==> src/shared/flash_status_pkg.sv <==
package flash_status_pkg;

    // ****************************************************
    // Timing
    // ****************************************************
    localparam int CLK_HZ = 20_000_000;
    localparam int CYC_PER_US = CLK_HZ / 1_000_000;
    // Window between sector erase commands is 100 us plus 20 %
    localparam int WINDOW_US = 120;
    localparam int WINDOW_CYC = WINDOW_US * CYC_PER_US;
    localparam int BLANK_US = 100;
    localparam int BLANK_CYC = BLANK_US * CYC_PER_US;
    localparam int PROG_LIMIT_US = 1000;
    localparam int PROG_LIMIT_CYC_DEF = PROG_LIMIT_US * CYC_PER_US;
    localparam int CNT_W = 15;

    // ****************************************************
    // Status word layout
    // ****************************************************
    localparam int POLL_POS = 7;
    localparam int TOGGLE_POS = 6;
    localparam int ERROR_POS = 5;
    localparam int WINDOW_POS = 3;
    localparam int HIGH_SHIFT = 8;
    localparam logic [7:0] RESET_CMD = 8'hf0;
    localparam int NUM_PRI = 16;
    localparam int NUM_SEC = 4;

    // ****************************************************
    // Registers
    // ****************************************************
    localparam logic [11:0] REG_CTRL = 12'h000;
    localparam logic [11:0] REG_PROT_PRI = 12'h004;
    localparam logic [11:0] REG_PROT_SEC = 12'h008;
    localparam logic [11:0] REG_STATUS = 12'h00c;
    localparam int CTRL_HIGH_POS = 0;
    localparam int STAT_BUSY_POS = 0;
    localparam int STAT_ERR_POS = 1;
    localparam int STAT_WIN_POS = 2;
    localparam int STAT_TGL_POS = 3;
    localparam int STAT_STRIDE = 4;

    // ****************************************************
    // Types
    // ****************************************************
    typedef struct packed {
        logic rd_n;
        logic wr_n;
        logic [15:0] addr;
        logic [15:0] wdata;
        logic [NUM_PRI-1:0] pri_sel;
        logic [NUM_SEC-1:0] sec_sel;
    } mem_bus_t;

    localparam mem_bus_t BUS_IDLE = '{rd_n: 1'b1, wr_n: 1'b1, default: '0};

    typedef struct packed {
        logic [1:0] prog_cmd;
        logic [1:0] sector_cmd;
        logic [1:0] bulk_cmd;
        logic [1:0] done;
        logic [1:0] fail;
    } engine_cmd_t;

    typedef struct packed {
        logic [1:0] prog_go;
        logic [1:0] erase_go;
        logic [NUM_PRI-1:0] pri_mask;
        logic [NUM_SEC-1:0] sec_mask;
    } engine_req_t;

    typedef enum logic [2:0] {
        idle, programming, erase_window, erasing, blank_erase, failed
    } op_state_t;

endpackage

==> src/design/flash_program_erase_status.sv <==
// The address map and the APB interface to the registers were chosen for this implementation.
`timescale 1ns/1ps
module flash_program_erase_status #(
    parameter int PROG_LIMIT_CYC = flash_status_pkg::PROG_LIMIT_CYC_DEF
) (
    input wire logic sys_clk_in,
    input wire logic rstn_in,
    input wire logic psel_in,
    input wire logic penable_in,
    input wire logic pwrite_in,
    input wire logic [11:0] paddr_in,
    input wire logic [31:0] pwdata_in,
    output logic [31:0] prdata_out,
    output logic pready_out,
    output logic pslverr_out,
    input wire flash_status_pkg::mem_bus_t mem_bus_in,
    output logic [15:0] mem_rdata_out,
    input wire logic [15:0] pri_rdata_in,
    input wire logic [15:0] sec_rdata_in,
    input wire flash_status_pkg::engine_cmd_t engine_cmd_in,
    output flash_status_pkg::engine_req_t engine_req_out
);
    import flash_status_pkg::*;

    // ****************************************************
    // Reset and pin synchronisers
    // ****************************************************
    logic rst_meta;
    logic rst_n;
    mem_bus_t bus_meta;
    mem_bus_t bus;
    mem_bus_t bus_q;

    always_ff @(posedge sys_clk_in or negedge rstn_in) begin
        if (!rstn_in) begin
            rst_meta <= 1'b0;
            rst_n <= 1'b0;
        end else begin
            rst_meta <= 1'b1;
            rst_n <= rst_meta;
        end
    end

    always_ff @(posedge sys_clk_in or negedge rst_n) begin
        if (!rst_n) begin
            bus_meta <= BUS_IDLE;
            bus <= BUS_IDLE;
            bus_q <= BUS_IDLE;
        end else begin
            bus_meta <= mem_bus_in;
            bus <= bus_meta;
            bus_q <= bus;
        end
    end

    logic rd_fall;
    logic wr_rise;
    logic [1:0] hit;
    logic [1:0] reset_cmd;
    assign rd_fall = bus_q.rd_n & ~bus.rd_n;
    assign wr_rise = ~bus_q.wr_n & bus.wr_n;
    assign hit[0] = |bus.pri_sel;
    assign hit[1] = |bus.sec_sel;
    // Only the low byte carries instruction codes
    assign reset_cmd[0] = wr_rise & hit[0] & ~bus.addr[0] & (bus.wdata[7:0] == RESET_CMD);
    assign reset_cmd[1] = wr_rise & hit[1] & ~bus.addr[0] & (bus.wdata[7:0] == RESET_CMD);

    // ****************************************************
    // Last write strobe, seen by the decoder's commands
    // ****************************************************
    logic [15:0] last_data;
    logic [NUM_PRI-1:0] last_pri;
    logic [NUM_SEC-1:0] last_sec;

    always_ff @(posedge sys_clk_in or negedge rst_n) begin
        if (!rst_n) begin
            last_data <= '0;
            last_pri <= '0;
            last_sec <= '0;
        end else if (wr_rise) begin
            last_data <= bus.wdata;
            last_pri <= bus.pri_sel;
            last_sec <= bus.sec_sel;
        end
    end

    // ****************************************************
    // Register file
    // ****************************************************
    logic high_style;
    logic [NUM_PRI-1:0] prot_pri;
    logic [NUM_SEC-1:0] prot_sec;
    logic [NUM_PRI-1:0] emask_pri;
    logic [NUM_SEC-1:0] emask_sec;
    op_state_t state [2];
    logic [CNT_W-1:0] cnt [2];
    logic [1:0] win;
    logic [1:0] tgl;
    logic [1:0] pbit;
    logic [1:0] prog_go;
    logic [1:0] erase_go;
    logic [1:0] last_prot;
    logic [1:0] all_prot;
    logic [1:0] bulk_prot;
    logic [31:0] next_rdata;
    logic apb_access;

    assign last_prot[0] = |(last_pri & prot_pri);
    assign last_prot[1] = |(last_sec & prot_sec);
    assign all_prot[0] = ~|(emask_pri & ~prot_pri);
    assign all_prot[1] = ~|(emask_sec & ~prot_sec);
    assign bulk_prot[0] = &prot_pri;
    assign bulk_prot[1] = &prot_sec;
    assign apb_access = psel_in & penable_in & pready_out;

    always_comb begin
        next_rdata = '0;
        case (paddr_in)
            REG_CTRL: next_rdata[CTRL_HIGH_POS] = high_style;
            REG_PROT_PRI: next_rdata[NUM_PRI-1:0] = prot_pri;
            REG_PROT_SEC: next_rdata[NUM_SEC-1:0] = prot_sec;
            REG_STATUS: begin
                for (int i = 0; i < 2; i++) begin
                    next_rdata[i*STAT_STRIDE+STAT_BUSY_POS] = state[i] != idle;
                    next_rdata[i*STAT_STRIDE+STAT_ERR_POS] = state[i] == failed;
                    next_rdata[i*STAT_STRIDE+STAT_WIN_POS] = win[i];
                    next_rdata[i*STAT_STRIDE+STAT_TGL_POS] = tgl[i];
                end
            end
            default: next_rdata = '0;
        endcase
    end

    // Answer is prepared in the setup cycle, so every access takes one wait-free phase
    always_ff @(posedge sys_clk_in or negedge rst_n) begin
        if (!rst_n) begin
            pready_out <= 1'b0;
            pslverr_out <= 1'b0;
            prdata_out <= '0;
        end else begin
            pready_out <= psel_in & ~penable_in;
            if (psel_in && !penable_in) begin
                prdata_out <= pwrite_in ? 32'h0 : next_rdata;
                pslverr_out <= !(paddr_in inside {REG_CTRL, REG_PROT_PRI, REG_PROT_SEC,
                    REG_STATUS});
            end else begin
                pslverr_out <= 1'b0;
            end
        end
    end

    always_ff @(posedge sys_clk_in or negedge rst_n) begin
        if (!rst_n) begin
            high_style <= 1'b0;
            prot_pri <= '0;
            prot_sec <= '0;
        end else if (apb_access && pwrite_in) begin
            case (paddr_in)
                REG_CTRL: high_style <= pwdata_in[CTRL_HIGH_POS];
                REG_PROT_PRI: prot_pri <= pwdata_in[NUM_PRI-1:0];
                REG_PROT_SEC: prot_sec <= pwdata_in[NUM_SEC-1:0];
                default: high_style <= high_style;
            endcase
        end
    end

    // ****************************************************
    // Per-array operation tracking
    // ****************************************************
    always_ff @(posedge sys_clk_in or negedge rst_n) begin
        if (!rst_n) begin
            for (int i = 0; i < 2; i++) begin
                state[i] <= idle;
                cnt[i] <= '0;
            end
            win <= 2'h3;
            pbit <= 2'h0;
            prog_go <= 2'h0;
            erase_go <= 2'h0;
        end else begin
            for (int i = 0; i < 2; i++) begin
                prog_go[i] <= 1'b0;
                erase_go[i] <= 1'b0;
                case (state[i])
                    idle: begin
                        win[i] <= 1'b1;
                        cnt[i] <= '0;
                        if (engine_cmd_in.prog_cmd[i] && !last_prot[i]) begin
                            pbit[i] <= high_style ? last_data[15] : last_data[7];
                            if (|(~(i == 0 ? pri_rdata_in : sec_rdata_in) & last_data)) begin
                                state[i] <= failed;
                            end else begin
                                state[i] <= programming;
                                prog_go[i] <= 1'b1;
                            end
                        end else if (engine_cmd_in.sector_cmd[i]) begin
                            state[i] <= erase_window;
                            win[i] <= 1'b0;
                            pbit[i] <= 1'b1;
                        end else if (engine_cmd_in.bulk_cmd[i]) begin
                            pbit[i] <= 1'b1;
                            state[i] <= bulk_prot[i] ? blank_erase : erasing;
                            erase_go[i] <= !bulk_prot[i];
                        end
                    end
                    programming: begin
                        cnt[i] <= cnt[i] + 1'b1;
                        if (engine_cmd_in.fail[i] || cnt[i] == CNT_W'(PROG_LIMIT_CYC - 1)) begin
                            state[i] <= failed;
                        end else if (engine_cmd_in.done[i]) begin
                            state[i] <= idle;
                        end
                    end
                    erase_window: begin
                        cnt[i] <= cnt[i] + 1'b1;
                        if (reset_cmd[i]) begin
                            state[i] <= idle;
                        end else if (engine_cmd_in.sector_cmd[i]) begin
                            cnt[i] <= '0;
                            win[i] <= 1'b1;
                        end else if (cnt[i] == CNT_W'(WINDOW_CYC - 1)) begin
                            cnt[i] <= '0;
                            win[i] <= 1'b1;
                            state[i] <= all_prot[i] ? blank_erase : erasing;
                            erase_go[i] <= !all_prot[i];
                        end
                    end
                    erasing: begin
                        if (engine_cmd_in.fail[i]) begin
                            state[i] <= failed;
                        end else if (engine_cmd_in.done[i]) begin
                            state[i] <= idle;
                        end
                    end
                    blank_erase: begin
                        cnt[i] <= cnt[i] + 1'b1;
                        if (cnt[i] == CNT_W'(BLANK_CYC - 1)) begin
                            state[i] <= idle;
                        end
                    end
                    failed: begin
                        if (reset_cmd[i]) begin
                            state[i] <= idle;
                        end
                    end
                    default: state[i] <= idle;
                endcase
            end
        end
    end

    // Sectors gathered during the window; bulk erase takes the whole array
    always_ff @(posedge sys_clk_in or negedge rst_n) begin
        if (!rst_n) begin
            emask_pri <= '0;
            emask_sec <= '0;
        end else begin
            if (state[0] == idle && engine_cmd_in.bulk_cmd[0]) begin
                emask_pri <= '1;
            end else if (state[0] == idle && engine_cmd_in.sector_cmd[0]) begin
                emask_pri <= last_pri;
            end else if (state[0] == erase_window && engine_cmd_in.sector_cmd[0]) begin
                emask_pri <= emask_pri | last_pri;
            end
            if (state[1] == idle && engine_cmd_in.bulk_cmd[1]) begin
                emask_sec <= '1;
            end else if (state[1] == idle && engine_cmd_in.sector_cmd[1]) begin
                emask_sec <= last_sec;
            end else if (state[1] == erase_window && engine_cmd_in.sector_cmd[1]) begin
                emask_sec <= emask_sec | last_sec;
            end
        end
    end

    assign engine_req_out = '{prog_go: prog_go, erase_go: erase_go, pri_mask: emask_pri,
        sec_mask: emask_sec};

    // ****************************************************
    // Host read path
    // ****************************************************
    function automatic logic [15:0] status_word(input logic p, input logic t, input logic e,
        input logic w, input logic hi);
        logic [15:0] b;
        b = '0;
        b[POLL_POS] = p;
        b[TOGGLE_POS] = t;
        b[ERROR_POS] = e;
        b[WINDOW_POS] = w;
        return hi ? (b << HIGH_SHIFT) : b;
    endfunction

    logic sel;
    assign sel = ~hit[0] & hit[1];

    always_ff @(posedge sys_clk_in or negedge rst_n) begin
        if (!rst_n) begin
            tgl <= 2'h0;
            mem_rdata_out <= '0;
        end else begin
            for (int i = 0; i < 2; i++) begin
                if (state[i] == idle || state[i] == blank_erase) begin
                    tgl[i] <= 1'b0;
                end else if (rd_fall && hit[i]) begin
                    tgl[i] <= ~tgl[i];
                end
            end
            if (rd_fall) begin
                if (!(|hit)) begin
                    mem_rdata_out <= '0;
                end else if (state[sel] == idle) begin
                    mem_rdata_out <= sel ? sec_rdata_in : pri_rdata_in;
                end else begin
                    // Reads only sample status, they never advance the operation
                    mem_rdata_out <= status_word(~pbit[sel] & (state[sel] != blank_erase),
                        tgl[sel] & (state[sel] != blank_erase), state[sel] == failed,
                        win[sel], high_style);
                end
            end
        end
    end
endmodule

==> config.mk <==
export PLATFORM = sky130hd
export DESIGN_NAME = flash_program_erase_status
export DESIGN_NICKNAME = d
export VERILOG_FILES = /design/src/shared/flash_status_pkg.sv /design/src/design/flash_program_erase_status.sv
export SDC_FILE = /design/constraint.sdc
export NUM_CORES = 1
export LEC_CHECK = 0
export BUFFER_PORTS_ARGS = -buffer_cell sky130_fd_sc_hd__buf_4
export CAP_MARGIN = 20
export CORE_ASPECT_RATIO = 1.1
export CORE_MARGIN = 5
export CORE_UTILIZATION = 48
export DETAILED_ROUTE_END_ITERATION = 10
export GPL_TIMING_DRIVEN = 0
export PLACE_DENSITY = 0.78
export SLEW_MARGIN = 25
export SYNTH_ARGS = -nofsm -noshare
export SYNTH_HDL_FRONTEND = slang
export SYNTH_SLANG_ARGS = --single-unit
export TNS_END_PERCENT = 5
==> constraint.sdc <==
create_clock -name sys_clk_in -period 20 [get_ports sys_clk_in]
set_clock_uncertainty 0.15 [all_clocks]
set_input_delay 4 -clock sys_clk_in [delete_from_list [all_inputs] [get_ports sys_clk_in]]
set_output_delay 4 -clock sys_clk_in [all_outputs]
set_load 0.01 [all_outputs]
==> flow_summary.ini <==
[power_and_ir_drop]
clkPwrFrac_pct = 35.2
power_frac_seq_pct = 43.3
p_int_uw = 979.4
swShare_pct = 28.54
p_comb_share_pct = 21.5
switchingPower_uw = 391.1
p_per_area_mw_per_mm2 = 108.0
ir_drop_mv = 0.07427
leakage_nw = 5.756

[synthesis]
synth_top_family_by_area = simple AND/OR/NAND/NOR gates
synth_cell_types = 76
synthCells = 845
ys_ff_latch = 239
async_reset_ff_share_pct = 100.0
syn_area_mm2 = 0.01005
yosys_warnings = 0
yosys.area_share.simple_pct = 15.21
ys_seq_area_share_pct = 59.59
synth_compound_area_share_pct = 10.98
synth-edff-count = 0
ys.flop_type = dfrtp_1
syn_area_per_cell_um2 = 11.90
synth_mux_area_share_pct = 7.928
synth-xor-area-share_pct = 2.178
yosys.area_share.adder_pct = 0.3609

[floorplanning]
die_x_um = 148.0
start_util_pct = 48.86
num_rows = 55
ioPinCount = 219
dieArea_mm2 = 0.02394
core_mm2 = 0.02058
die_y_um = 161.8

[sta]
period_share_pct = 28.44
fin_setup_tns_ns = 0
rsz0062_at_grt = no
hold_viol = 0
final-max-slew-violation-count = 0
max_freq_mhz = 175.8
worst_pin_slew_ns = 0.8321
setup_viol = 0
fin_crit_ns = 5.687
max_slew_margin_pct = 44.02

[worst_setup_path]
worstSetupEndpointType = register
cp_slowest_cell = or4_1
cp_data_required_time_ns = 20.31
worst-path-max-fanout = 8
cp_cell_sequence = buf_4 > or4_1 > nor4_4 > nand3_1 > nor2_2 > a22o_1
path_buf_inv = 1
reg2reg_from = bus[13]$_DFF_PN0_
path_class = in2reg
cp-start-kind = input port
critPathMaxStageDelay_ns = 0.56
crit_family = simple AND/OR/NAND/NOR gates
crit_start = paddr_in[7]
arrival_ns = 5.99

[clock_tree]
cts_resized = 0
cts_buffers = 25
cts_root_buf = clkbuf_16
htree_levels = 1
clock-sinks = 239
post_cts_buffers = 0
cts_hold_buf = 0
path_clk_slew_ns = 0.06
cts_tree = done
clock_path_buffers = 3
clk_latency_ns = 0.52

[route]
drc = 0
first_iter_violations = 519
firstDrtPassIters = 5
ant_nets = 0
routed_wl_um = 25010
via_count = 7376
avgViaCountPerCell = 5.525
avgRoutedWirePerCell_um = 18.73

[final_layout]
synthToLayoutAreaGrowth_pct = 26.17
nets = 1208
drive_gt1_share_pct = 30.31
fin_area_mm2 = 0.01268
layout_common_cells = 230 x dfrtp_1, 190 x buf_4, 74 x nand2_1, 51 x mux2_2, 50 x nor2_1
fillers = 1638
n_antenna_cell = 0
final_common_cell = dfrtp_1

[place]
place.gp.congestion = 0.8808
numPortBuffers = 170
dpl-instance-area_mm2 = 0.01181
dp_hpwl_um = 18930

[grt]
grt_busiest_layer = met2
track_usage_pct = 20.65
met1_usage_pct = 26.74
grt_max_degree = 57
grt_pass1_wl_um = 39980
use_met3_pct = 4.381
antenna_found_initial = 0
grt_pass1_vias = 7533
globalRouteMet2Util_pct = 35.24
overflow = 0

[job]
maxCapViolCount = 0

[status]
status = completed

[hold_path]
worstHoldPathType = reg2async
[Yosys cell counts (3+ instances only)]
library cell | count | area share (%)
a31oi_1 | 5 | 0.31
o21ai_0 | 46 | 2.3
a2111oi_0 | 6 | 0.52
dfstp_2 | 8 | 2.1
buf_6 | 3 | 0.34
nor3_1 | 11 | 0.55
o22ai_1 | 4 | 0.25
and3_1 | 11 | 0.68
o2111a_1 | 3 | 0.34
o221ai_1 | 4 | 0.35
nor2_1 | 50 | 1.9
mux2_2 | 51 | 5.7
clkbuf_1 | 18 | 0.67
buf_2 | 8 | 0.40
dfrtp_1 | 231 | 57
mux2i_1 | 20 | 2.0
a21oi_1 | 20 | 1.0
nor4_1 | 11 | 0.68
o2111ai_1 | 4 | 0.35
and2_1 | 4 | 0.25
xor2_1 | 15 | 1.3
or4_1 | 3 | 0.22
nand3_1 | 16 | 0.80
nor4b_1 | 3 | 0.26
a22o_1 | 11 | 0.96
xnor2_1 | 10 | 0.87
buf_4 | 20 | 1.5
nor2b_1 | 25 | 1.6
inv_1 | 19 | 0.71
a21o_1 | 4 | 0.30
or3_1 | 6 | 0.37
nand2_1 | 74 | 2.8
a22oi_1 | 10 | 0.75
a221o_1 | 16 | 1.6
nand4_1 | 12 | 0.75
nand2b_1 | 28 | 1.7
nor4_4 | 3 | 0.63
[registers in the layout, summed over array words and instances, names as in the netlist, 2 cells and up]
signal,flops
last_pri,16
state,6
last_data,16
mem_rdata_out,16
tgl,2
pbit,2
bus_meta,39
bus,39
emask_pri,16
prot_pri,16
bus_q,2
prot_sec,4
win,2
cnt,30
last_sec,4
prog_go,2
erase_go,2
prdata_out,16
emask_sec,4
[cell families (layout without fill, tap and decap cells)]
logic type | Yosys count | in the layout
other cells | 2 | 17
simple gates | 278 | 278
compound gates | 156 | 156
flops | 239 | 239
mux | 72 | 72
buf+inv | 70 | 289
fa+ha+maj | 3 | 3
xor+xnor | 25 | 25
[layout make-up]
| cell class | count | area, um^2 | area share (%) |
|---|---|---|---|
| multi-input cells | 551 | 3749 | 29.55 |
| clock inverters | 14 | 193.9 | 1.529 |
| plain buffers | 51 | 299.0 | 2.357 |
| repair buffers | 174 | 1379 | 10.87 |
| inverters | 19 | 71.32 | 0.5622 |
| well taps | 256 | 320.3 | 2.525 |
| clock buffers | 31 | 678.2 | 5.346 |
| flip-flops and latches | 239 | 5995 | 47.26 |
[metrics by stage]
| stage | instances | hold slack, ns | total power, mW | utilization (%) | setup slack, ns |
|---|---|---|---|---|---|
| after CTS | 1335 | 0.1935 | 1.378 | 61.65 | 14.36 |
| after detailed placement | 1290 | 0.1847 | 0.8936 | 57.41 | 13.82 |
| after floorplan | 860 | 0.1812 | 0.7698 | - | 12.71 |
| after global routing | 1335 | 0.1965 | 1.435 | 61.65 | 14.25 |
| after global placement | 1286 | 0.1829 | 0.8801 | 56.89 | 10.40 |
| final | 1335 | 0.1934 | 1.371 | 61.65 | 14.31 |
[power groups by stage]
stage	Combinational (mW)	Clock [mW]	Sequential, mW
detailed placement	0.293	0	0.601
finish	0.295	0.483	0.593
CTS	0.295	0.491	0.592
global route	0.323	0.513	0.600
global placement	0.275	0	0.605
floorplan	0.169	0	0.600
[final timing paths]
path                                                end  slack [ns]  cells after the start
min                              bus_meta[11]$_DFF_PN0_        0.19                      0
max reg2reg                mem_rdata_out[2]$_DFFE_PN0P_       17.26                      9
min reg2reg                      bus_meta[11]$_DFF_PN0_        0.19                      0
max                           prdata_out[9]$_DFFE_PN0P_       14.31                      6
max in group asynchronous               rst_n$_DFF_PN0_       16.50                      1
min in group sys_clk_in               bus[17]$_DFF_PN0_        0.20                      0
[per-layer routing]
metal	vias up	routed length (um)
met5	-	0
met4	0	637
met3	44	1930
met2	286	12350
met1	3618	10090
li1	3428	-
No activity file was read; power rests on OpenSTA's default activity.
